===== config.mk =====
export PLATFORM = sky130hd
export DESIGN_NAME = smc_standby_ctrl
export DESIGN_NICKNAME = d
export VERILOG_FILES = /design/src/verilog/smc_standby_ctrl.v
export VERILOG_INCLUDE_DIRS = /design/src /design/src/verilog
export SDC_FILE = /design/constraint.sdc
export NUM_CORES = 1
export LEC_CHECK = 0
export ABC_CLOCK_PERIOD_IN_PS = 2700
export BUFFER_PORTS_ARGS = -buffer_cell sky130_fd_sc_hd__buf_4
export CAP_MARGIN = 20
export CORE_AREA = 2 2 78 80
export CTS_CLUSTER_DIAMETER = 100
export DETAILED_ROUTE_END_ITERATION = 12
export DIE_AREA = 0 0 80 82
export HOLD_SLACK_MARGIN = 0.06
export PLACE_DENSITY = 0.84
export SYNTH_ARGS = -nofsm -noshare
export SYNTH_HDL_FRONTEND = slang
export SYNTH_SLANG_ARGS = --single-unit

===== constraint.sdc =====
create_clock -name aclk -period 2.7 [get_ports aclk]
set_clock_uncertainty 0.2 [all_clocks]
set_input_delay 0.135 -clock aclk [delete_from_list [all_inputs] [get_ports aclk]]
set_output_delay 0.135 -clock aclk [all_outputs]
set_load 0.005 [all_outputs]

===== src/verilog/smc_regs.vh =====
// Purpose: register map and field layout of the standby mode controller
// Assumes: offsets 0x0e,0x0f,0x15 are indices; byte address is four times the index
// Notes:   header of constants only
`ifndef SMC_REGS_VH
`define SMC_REGS_VH
`define SMC_IDX_UNLOCK      8'h0e
`define SMC_IDX_STBY_CTRL   8'h0f
`define SMC_IDX_PERIPH_CTRL 8'h15
`define SMC_IDX_EVENT       8'h20
`define SMC_IDX_STATUS      8'h21
`define SMC_ADDR_UNLOCK      8'h38
`define SMC_ADDR_STBY_CTRL   8'h3c
`define SMC_ADDR_PERIPH_CTRL 8'h54
`define SMC_ADDR_EVENT       8'h80
`define SMC_ADDR_STATUS      8'h84
`define SMC_RST_STBY_CTRL   8'h08
`define SMC_RST_PERIPH_CTRL 8'h8c
`define SMC_BIT_STOP  0
`define SMC_BIT_HALT  1
`define SMC_BIT_FLOAT 2
`define SMC_BIT_OSCS  3
`define SMC_BIT_CLK1  7
`define SMC_BIT_HOLD_EN 5
`define SMC_KEY1_LO 4'h5
`define SMC_KEY2_LO 4'ha
`define SMC_EV_INTR  0
`define SMC_EV_BREAK 1
`define SMC_EV_TRAP  2
`define SMC_EV_WDOG  3
`define SMC_HOLD_ACK_DLY 2'h2
`endif


===== src/verilog/smc_standby_ctrl.v =====
// Purpose: standby (halt/hold/stop) and reset-source control with an AXI4-Lite slave
// Assumes: all inputs synchronous to aclk; one write and one read in flight at most
// Notes:   event register bits are write-one pulses that model core-side events
`timescale 1ns/1ps
`include "smc_regs.vh"
module smc_standby_ctrl
(
  // clock and reset
  input  wire        aclk,
  input  wire        aresetn,
  // axi4-lite write
  input  wire [7:0]  s_axi_awaddr,
  input  wire        s_axi_awvalid,
  output reg         s_axi_awready,
  input  wire [31:0] s_axi_wdata,
  input  wire [3:0]  s_axi_wstrb,
  input  wire        s_axi_wvalid,
  output reg         s_axi_wready,
  output reg  [1:0]  s_axi_bresp,
  output reg         s_axi_bvalid,
  input  wire        s_axi_bready,
  // axi4-lite read
  input  wire [7:0]  s_axi_araddr,
  input  wire        s_axi_arvalid,
  output reg         s_axi_arready,
  output reg  [31:0] s_axi_rdata,
  output reg  [1:0]  s_axi_rresp,
  output reg         s_axi_rvalid,
  input  wire        s_axi_rready,
  // core events and hold link
  input  wire        irq_pending,
  input  wire        hold_req,
  output reg         bus_grant_acknowledge,
  output reg         bus_oe_n,
  // clock gating and pin control
  output reg         cpu_clk_en,
  output reg         periph_clk_en,
  output reg         rtc_clk_en,
  output reg         main_osc_en,
  output reg         low_speed,
  output reg         pins_float,
  output reg         wdog_run,
  output reg         sys_reset
);

  // mode codes, also reported in the status register
  localparam MODE_RUN  = 2'h0;
  localparam MODE_HALT = 2'h1;
  localparam MODE_HOLD = 2'h2;
  localparam MODE_STOP = 2'h3;

  // software-visible state
  reg [7:0] standby_control_r;
  reg [7:0] peripheral_control_r;
  reg       stop_unlock_acceptor_r;
  reg       key1_seen_r;

  // mode machine
  reg [1:0] mode_r;
  reg [1:0] hold_cnt_r;
  reg       soft_rst_r;

  // write half captured until both address and data are in
  reg [7:0] aw_addr_r;
  reg [7:0] wdata_r;
  reg       aw_have_r;
  reg       w_have_r;
  reg       aw_err_r;

  // mapped registers; anything else answers with an error and has no effect
  function reg_ok;
    input [7:0] a;
    begin
      reg_ok = (a == `SMC_ADDR_UNLOCK) || (a == `SMC_ADDR_STBY_CTRL) ||
               (a == `SMC_ADDR_PERIPH_CTRL) || (a == `SMC_ADDR_EVENT) ||
               (a == `SMC_ADDR_STATUS);
    end
  endfunction

  // a write is applied in the cycle both halves are held and no answer waits
  wire       wr_fire   = aw_have_r && w_have_r && !s_axi_bvalid;
  wire       wr_ok     = wr_fire && !aw_err_r;
  wire [7:0] wb        = wdata_r;

  // per-register write strobes
  wire       wr_unlock = wr_ok && (aw_addr_r == `SMC_ADDR_UNLOCK);
  wire       wr_stby   = wr_ok && (aw_addr_r == `SMC_ADDR_STBY_CTRL);
  wire       wr_periph = wr_ok && (aw_addr_r == `SMC_ADDR_PERIPH_CTRL);
  wire       ev_wr     = wr_ok && (aw_addr_r == `SMC_ADDR_EVENT);

  // the pin or the event register wakes halt and stop
  wire       ev_intr   = irq_pending || (ev_wr && wb[`SMC_EV_INTR]);

  // any reset source, pin reset included, clears the mode, control and unlock state; the axi channels reset on the pin only
  wire       any_rst   = !aresetn || soft_rst_r;

  // stop needs the acceptor armed beforehand; without it the write stores a zero
  wire       stop_wr   = wr_stby && wb[`SMC_BIT_STOP];
  wire       stop_go   = stop_wr && stop_unlock_acceptor_r && (mode_r == MODE_RUN);

  // halt loses to stop in a write carrying both bits, so no stale halt bit survives a stop
  wire       halt_go   = wr_stby && wb[`SMC_BIT_HALT] && !stop_go && (mode_r == MODE_RUN);

  // the hold pin only asks for hold while the hold enable bit of peripheral control is set
  wire       hold_want = peripheral_control_r[`SMC_BIT_HOLD_EN] && hold_req;

  // axi write channel: address and data taken in either order
  always @(posedge aclk)
  begin
    if (!aresetn)
    begin
      s_axi_awready <= 1'b0;
      s_axi_wready  <= 1'b0;
      s_axi_bvalid  <= 1'b0;
      s_axi_bresp   <= 2'h0;
      aw_have_r     <= 1'b0;
      w_have_r      <= 1'b0;
      aw_addr_r     <= 8'h00;
      wdata_r       <= 8'h00;
      aw_err_r      <= 1'b0;
    end
    else
    begin
      // ready is a one-cycle pulse, so a valid held through it is taken exactly once
      s_axi_awready <= !aw_have_r && !s_axi_awready && s_axi_awvalid;
      s_axi_wready  <= !w_have_r && !s_axi_wready && s_axi_wvalid;

      if (s_axi_awvalid && s_axi_awready)
      begin
        aw_have_r <= 1'b1;
        aw_addr_r <= s_axi_awaddr;
        aw_err_r  <= !reg_ok(s_axi_awaddr);
      end

      if (s_axi_wvalid && s_axi_wready)
      begin
        w_have_r <= 1'b1;
        // byte lane 0 only; a write without it stores zero
        wdata_r  <= s_axi_wstrb[0] ? s_axi_wdata[7:0] : 8'h00;
      end

      // the answer stands until bready, which also holds off the next write
      if (wr_fire)
      begin
        aw_have_r    <= 1'b0;
        w_have_r     <= 1'b0;
        s_axi_bvalid <= 1'b1;
        s_axi_bresp  <= aw_err_r ? 2'h2 : 2'h0;
      end
      else if (s_axi_bvalid && s_axi_bready)
        s_axi_bvalid <= 1'b0;
    end
  end

  // axi read channel
  always @(posedge aclk)
  begin
    if (!aresetn)
    begin
      s_axi_arready <= 1'b0;
      s_axi_rvalid  <= 1'b0;
      s_axi_rdata   <= 32'h00000000;
      s_axi_rresp   <= 2'h0;
    end
    else
    begin
      // no new address while an answer waits: one read in flight
      s_axi_arready <= !s_axi_rvalid && !s_axi_arready && s_axi_arvalid;

      if (s_axi_arvalid && s_axi_arready)
      begin
        s_axi_rvalid <= 1'b1;
        s_axi_rresp  <= reg_ok(s_axi_araddr) ? 2'h0 : 2'h2;
        case (s_axi_araddr)
          `SMC_ADDR_STBY_CTRL:   s_axi_rdata <= {24'h000000, standby_control_r};
          `SMC_ADDR_PERIPH_CTRL: s_axi_rdata <= {24'h000000, peripheral_control_r};
          `SMC_ADDR_STATUS:      s_axi_rdata <= {24'h000000, 4'h0, bus_grant_acknowledge,
                                                 stop_unlock_acceptor_r, mode_r};
          // unlock acceptor and event register read as zero
          default:               s_axi_rdata <= 32'h00000000;
        endcase
      end
      else if (s_axi_rvalid && s_axi_rready)
        s_axi_rvalid <= 1'b0;
    end
  end

  // reset sources other than the pin, applied for one cycle
  always @(posedge aclk)
  begin
    if (!aresetn)
      soft_rst_r <= 1'b0;
    else
      // watchdog overflow is ignored while the watchdog is stopped,
      // which is the case in hold and stop
      soft_rst_r <= ev_wr && (wb[`SMC_EV_BREAK] || wb[`SMC_EV_TRAP] ||
                              (wb[`SMC_EV_WDOG] && wdog_run));
  end

  // unlock sequence: n5H then nAH on consecutive writes to the acceptor
  always @(posedge aclk)
  begin
    if (any_rst)
    begin
      stop_unlock_acceptor_r <= 1'b0;
      key1_seen_r            <= 1'b0;
    end
    else if (stop_go)
    begin
      stop_unlock_acceptor_r <= 1'b0;
      key1_seen_r            <= 1'b0;
    end
    else if (wr_unlock)
    begin
      key1_seen_r <= (wb[3:0] == `SMC_KEY1_LO);
      if (key1_seen_r && wb[3:0] == `SMC_KEY2_LO)
        stop_unlock_acceptor_r <= 1'b1;
    end
    // a write to any other mapped register breaks a half-done sequence
    else if (wr_ok)
      key1_seen_r <= 1'b0;
  end

  // control registers and mode machine
  always @(posedge aclk)
  begin
    if (any_rst)
    begin
      standby_control_r    <= `SMC_RST_STBY_CTRL;
      peripheral_control_r <= `SMC_RST_PERIPH_CTRL;
      mode_r               <= MODE_RUN;
      hold_cnt_r           <= 2'h0;
    end
    else
    begin
      if (wr_periph)
        peripheral_control_r <= wb;

      // halt is set only from run; a halt write in another mode is ignored
      if (wr_stby)
      begin
        standby_control_r[7:2] <= wb[7:2];
        if (halt_go)
          standby_control_r[`SMC_BIT_HALT] <= 1'b1;
        // stop bit refused without the unlock
        standby_control_r[`SMC_BIT_STOP] <= stop_go;
      end

      case (mode_r)
        MODE_RUN:
        begin
          hold_cnt_r <= 2'h0;
          if (stop_go)
            mode_r <= MODE_STOP;
          else if (halt_go)
            mode_r <= MODE_HALT;
          else if (hold_want)
            mode_r <= MODE_HOLD;
        end
        MODE_HALT:
          if (ev_intr)
          begin
            mode_r <= MODE_RUN;
            standby_control_r[`SMC_BIT_HALT] <= 1'b0;
          end
        MODE_HOLD:
        begin
          if (!hold_req)
          begin
            mode_r     <= MODE_RUN;
            hold_cnt_r <= 2'h0;
          end
          // the grant waits a fixed count so the pins are already released
          else if (hold_cnt_r != `SMC_HOLD_ACK_DLY)
            hold_cnt_r <= hold_cnt_r + 2'h1;
        end
        MODE_STOP:
          if (ev_intr)
          begin
            mode_r <= MODE_RUN;
            standby_control_r[`SMC_BIT_STOP] <= 1'b0;
          end
        default:
          mode_r <= MODE_RUN;
      endcase
    end
  end

  // registered outputs derived from mode and settings
  always @(posedge aclk)
  begin
    if (any_rst)
    begin
      cpu_clk_en            <= 1'b1;
      periph_clk_en         <= 1'b1;
      rtc_clk_en            <= 1'b1;
      main_osc_en           <= 1'b1;
      low_speed             <= 1'b0;
      pins_float            <= 1'b0;
      wdog_run              <= 1'b1;
      bus_oe_n              <= 1'b0;
      bus_grant_acknowledge <= 1'b0;
      sys_reset             <= !aresetn ? 1'b0 : 1'b1;
    end
    else
    begin
      // sys_reset pulses for the internal sources only; the pin reset is seen by all already
      sys_reset     <= 1'b0;

      cpu_clk_en    <= (mode_r == MODE_RUN);
      periph_clk_en <= (mode_r != MODE_STOP);
      rtc_clk_en    <= 1'b1;

      // quick-wake stop when oscs is clear or the main clock drives the cpu
      main_osc_en   <= !(mode_r == MODE_STOP && standby_control_r[`SMC_BIT_OSCS] &&
                         standby_control_r[7:6] == 2'h3);
      low_speed     <= (standby_control_r[7:6] == 2'h3);
      pins_float    <= (mode_r == MODE_STOP) && standby_control_r[`SMC_BIT_FLOAT];
      wdog_run      <= (mode_r != MODE_HOLD) && (mode_r != MODE_STOP);

      // bus pins released for the whole hold, including secondary-function outputs
      bus_oe_n      <= (mode_r == MODE_HOLD);
      bus_grant_acknowledge <= (mode_r == MODE_HOLD) && hold_req &&
                               (hold_cnt_r == `SMC_HOLD_ACK_DLY);
    end
  end

endmodule


**Word-level counts from Yosys, hierarchy flattened**

Cells that the tools add are included.

- Flip-flop bits (word level): 92
- Input port bits: 61
- Output and inout port bits: 51
- Logic and storage cells: 156

- $add $sub $neg: 1
- Equality and inequality tests: 28
- Multiplexer cells: 26
- Bitwise gates (word level): 1
- Reduce and logical (&&, ||, !) cells: 70

Operator list:

| kind | number |
|---|---|
| == test 8 x 6 -> 1 bit (second input constant) | 6 |
| == test 8 bit (second input constant) | 5 |
| logical AND 1 bit | 35 |
| == test 8 x 7 -> 1 bit (second input constant) | 3 |
| case mux 8 bit (3 select lines) | 1 |
| two-way mux 2 bit | 10 |
| zero test 1 bit | 12 |
| logical OR 1 bit | 12 |
| two-way mux 1 bit | 12 |
| == test 2 bit (second input constant) | 4 |
| two-way mux 8 bit | 1 |
| inequality test 2 bit (second input constant) | 4 |
| nonzero test 2 bit | 4 |
| case mux 2 bit (3 select lines) | 1 |
| OR reduction 2 bit | 3 |
| == test 4 x 3 -> 1 bit (second input constant) | 1 |
| == test 4 bit (second input constant) | 1 |
| inequality test 4 bit (second input constant) | 1 |
| case mux 2 bit (2 select lines) | 1 |
| AND reduction 2 bit | 2 |
| inequality test 3 bit (second input constant) | 1 |
| AND reduction 3 bit | 1 |
| adder 2 x 1 -> 2 bit (second input constant) | 1 |
| == test 2 x 1 -> 1 bit (second input constant) | 1 |
| other kinds (3) | 3 |

**Depth between registers and ports, before layout**

- Word-level depth: 14
- Mapped depth: 6

**Worst setup path before layout**

Ideal clock, no wire load.

- Path kind: reg2reg
- Start: register aw_addr_r[2]
- End: register standby_control_r[0]
- Setup time: 122 ps
- Arrival time: 1423 ps
- Required time: 2378 ps
- Slack: 955 ps
- Cell stages (with the launch flop): 5
- Path buffers: 0
- Period minus slack after synthesis: 1745 ps
- Cell sequence: dfxtp_1 or4b_1 nor3_1 a31oi_1 o311a_1

- Cells in the longest elaborated chain, start to end: 8
- Elaborated cells between the ends (all ways): 12

Ends and longest elaborated chain:

| element | line | source |
|---|---|---|
| start, declared | smc_standby_ctrl.v:64 | `reg [7:0] aw_addr_r;` |
| start signal, assigned | smc_standby_ctrl.v:131 | `aw_addr_r <= s_axi_awaddr;` |
| == test 8 x 6 -> 1 bit (no line) | -- |  |
| logical AND 1 bit | smc_standby_ctrl.v:87 | `` wire wr_stby = wr_ok && (aw_addr_r == `SMC_ADDR_STBY_CTRL); `` |
| logical AND 1 bit | smc_standby_ctrl.v:98 | `` wire stop_wr = wr_stby && wb[`SMC_BIT_STOP]; `` |
| logical AND 1 bit (2 in a row) | smc_standby_ctrl.v:99 | `wire stop_go = stop_wr && stop_unlock_acceptor_r && (mode_r == MODE_RUN);` |
| two-way mux 2 bit | smc_standby_ctrl.v:240 | `if (wr_stby)` |
| two-way mux 1 bit | smc_standby_ctrl.v:278 | `if (ev_intr)` |
| two-way mux 1 bit (*) | smc_standby_ctrl.v:249 | `case (mode_r)` |
| end signal, assigned | smc_standby_ctrl.v:229 | `` standby_control_r <= `SMC_RST_STBY_CTRL; `` |
| end signal, assigned by index | smc_standby_ctrl.v:246 | `` standby_control_r[`SMC_BIT_STOP] <= stop_go; `` |
| end, declared | smc_standby_ctrl.v:53 | `reg [7:0] standby_control_r;` |

Mark *: on every way between the ends. The rest lies on a longest branch, timed or not.
A chain may end at the register's enable or synchronous reset.

**Final worst setup path**

- Start: input s_axi_wvalid
- End: register wdata_r[7], in the netlist wb[7]

- Cells in the longest elaborated chain, start to end: 1

Ends and longest elaborated chain:

| element | line | source |
|---|---|---|
| start, declared | smc_standby_ctrl.v:17 | `input wire s_axi_wvalid,` |
| logical AND 1 bit | smc_standby_ctrl.v:135 | `if (s_axi_wvalid && s_axi_wready)` |
| end signal, assigned | smc_standby_ctrl.v:139 | `wdata_r <= s_axi_wstrb[0] ? s_axi_wdata[7:0] : 8'h00;` |
| end, declared | smc_standby_ctrl.v:65 | `reg [7:0] wdata_r;` |

Every way passes these cells.

==> flow_summary.ini <==
[sta]
final.period_utilization_pct = 87.61
tightestPinTransition_ns = 0.6715
setup_viol = 0
layout_min_cycle_time_ns = 2.366
slew_viol_final = 0
rsz0062_at_grt = false
finalSetupTns_ns = 0
hold_viol = 0
hold-worst-slack_ns = 0.1637
max_freq_mhz = 422.7
slew-limit-headroom_pct = 55.23

[floorplanning]
initial_utilization_pct = 51.52
die_h_um = 82
rows = 28
fp.dieW_um = 80
die_area_mm2 = 0.006560
coreArea_mm2 = 0.005746
io-pin-count = 112

[synthesis]
synth-main-ff-cell = dfxtp_1
synth_cell_types = 50
syn-instance-count = 338
syn_avg_cell_area_um2 = 8.758
async_reset_ff_share_pct = 0
synth_enable_flop_cells = 0
synth_area_mm2 = 0.002960
ys_ff_latch = 66
yosysWarnings = 0
yosysSeqAreaShare_pct = 44.63

[power]
swShare_pct = 21.73
pwr-share-clk_pct = 44.4
switchingPower_mw = 0.4570
pwr-share-seq_pct = 47.7
powerDensity_mw_per_mm2 = 539.8
power.internal_mw = 1.646
ir_drop_uv = 416.7
p_leak_nw = 1.567
power.share.combinational_pct = 7.9

[cts]
cts_root_buf = clkbuf_8
numClockSinks = 66
cts-buffers-inserted = 9
clockBufferDepth = 2
h-tree-depth = 3
clkSlewWorstSetupHoldPaths_ns = 0.07
cts_tree = done
clk_latency_ns = 0.34

[critical_path]
rr_startpoint = s_axi_wready$_SDFF_PN0_
cp-end-kind = register
crit_type = input port to register
reg2reg_to = wb[7]$_SDFFE_PN0P_
crit_fanout = 9
cp-endpoint = wb[7]$_SDFFE_PN0P_
cp-startpoint = s_axi_wvalid
r2r_setup_slack_ns = 0.36
cp-start-kind = input port
worstRegToRegCells = 5
required_ns = 2.78
crit_arrival_ns = 2.44

[global_route]
grtUsageTotal_pct = 21.92
grt_pass1_vias = 2442
grt_overflow = 0
grt_max_degree = 31
grt_pass1_wl_mm = 11.09
antenna_found_initial = 0

[route]
num_vias = 2708
routed_wl_mm = 6.911
routedWlPerCell_um = 13.71
drc_errors = 0
drtIter0Drc = 210
detail_route.first_pass.iterations = 5
drtAntennaViolNets = 0
via_per_inst = 5.373

[placed_design]
place_congestion = 0.8446
io_buffers = 57
dp_hpwl_mm = 4.590

[run]
cap_violations = 0

[layout]
fin_nets = 486
drive_above_1_share_pct = 19.58
area_growth_pct = 31.61
fillers = 467
diodes = 0

[hold_path]
hold_class = input port to register
hold_path.startpoint = s_axi_araddr[6]

[run_status]
status = finished, final reports clean
[how the worst min path moves through the flow]
| stage | slack (ns) | cells after the start | to |
|---|---|---|---|
| final | 0.16 | 4 | s_axi_rdata[3]$_SDFFE_PN0P_ |
| after global routing | 0.19 | 4 | s_axi_rdata[3]$_SDFFE_PN0P_ |
| after CTS | 0.15 | 4 | s_axi_rdata[0]$_SDFFE_PN0P_ |
| after detailed placement | 0.20 | 3 | aw_addr_r[2]$_SDFFE_PN0P_ |
| after global placement | 0.20 | 3 | aw_addr_r[2]$_SDFFE_PN0P_ |
| after floorplan | 0.06 | 1 | sys_reset$_SDFF_PN0_ |
[cells in the final DEF, fill, tap and decap left out, drive strengths merged, types with 3 or more instances in the layout]
cell	netlist	layout
dfxtp	66	66
buf	31	60
nand2	47	47
dlygate4sd3	0	34
nor2	29	29
conb	2	27
a21oi	26	26
mux2i	15	15
clkbuf	13	12
nand3	11	11
inv	10	10
o21ai	10	10
and2	7	7
nor3	6	6
nor4b	5	5
a211oi	5	5
nand2b	4	4
or4b	4	4
nor4	4	4
a221oi	4	4
o32ai	4	4
a222oi	4	4
and3b	3	3
nand4	3	3
a2111oi	3	3
[critical path: stages]
cell and delay [ns]:
dlygate4sd3_1 0.53, buf_4 0.11, and2_1 0.27, nand3_1 0.12
dlygate4sd3_1 0.57, a21oi_1 0.15, dlygate4sd3_1 0.56
[synthesized netlist by cell type, types with 2 or more instances]
master / number / area share (%)
a2111oi_0: 2 / 0.59
a211oi_1: 4 / 1.0
a21oi_1: 26 / 4.4
a221oi_1: 4 / 1.2
a222oi_1: 4 / 1.4
a31oi_1: 2 / 0.42
and2_1: 7 / 1.5
and3_1: 2 / 0.42
and3b_1: 3 / 0.89
buf_2: 3 / 0.51
buf_4: 27 / 6.8
clkbuf_1: 12 / 1.5
conb_1: 2 / 0.25
dfxtp_1: 66 / 45
inv_1: 10 / 1.3
mux2i_1: 15 / 5.1
nand2_1: 47 / 6.0
nand2b_1: 4 / 0.85
nand3_1: 11 / 1.9
nand4_1: 3 / 0.63
nor2_1: 28 / 3.6
nor3_1: 6 / 1.0
nor4_1: 4 / 0.85
nor4b_1: 4 / 1.2
o21ai_0: 10 / 1.7
o311a_1: 2 / 0.68
o32ai_1: 4 / 1.2
or4b_1: 4 / 1.4
[metrics by stage]
step                cell area (um2)  std cells  power, mW  worst slack (ns)  utilization [%]
floorplan                      3054        363      1.115            0.9548                -
global placement               3327        454      1.152            0.7522            57.91
detailed placement             3327        454      1.156            0.6990            57.91
CTS                            3896        504      2.112            0.4194            67.81
global route                   3896        504      2.176            0.2309            67.81
finish                         3896        504      2.103            0.3345            67.81
[metal layers]
metal	vias to the layer above	global-route usage (%)	part of all wire (%)
met4	0	8.644	2.2
met5	-	0	0
met3	15	6.044	6.1
met2	106	38.67	50
li1	1320	-	-
met1	1267	25.21	41
[power groups by stage]
| stage | combinational, mW | sequential (mW) | clock (mW) |
|---|---|---|---|
| floorplan | 0.0940 | 1.02 | 0 |
| global placement | 0.129 | 1.02 | 0 |
| detailed placement | 0.132 | 1.02 | 0 |
| CTS | 0.163 | 1.00 | 0.947 |
| global route | 0.185 | 1.00 | 0.987 |
| finish | 0.166 | 1.00 | 0.935 |
[state kept, by name, summed over array words and instances (netlist names), 2 cells and up]
signal,flops
mode_r,2
standby_control_r,8
peripheral_control_r,8
aw_addr_r,8
s_axi_rdata,8
hold_cnt_r,2
wb,8
[cell families after synthesis]
kind of cell               count (synthesis)  share of synthesized area, %
AOI/OAI and AO/OA                         64                         15.09
DFF                                       66                         44.63
adders and majority gates                  1                        0.4226
and+or+nand+nor                          135                         23.71
buffers and inverters                     54                         10.44
other                                      2                        0.2537
muxes                                     16                         5.452
[area by class of cell]
class / instances / area (um2) / area share, %
tap: 75 / 93.84 / 2.408
sequential: 66 / 1321 / 33.91
timing repair buffer: 94 / 790.8 / 20.30
clock buffer: 12 / 155.1 / 3.982
multi-input combinational: 243 / 1424 / 36.54
inverter: 10 / 37.54 / 0.9634
clock inverter: 4 / 73.82 / 1.895
[what timing repair did]
item                                   in CTS  in global routing
hold buffers                               34                  0
endpoints found under the hold margin      33                  0
setup buffers                               0                  0
resized for setup                           0                  0
No activity file was read; power rests on OpenSTA's default activity.
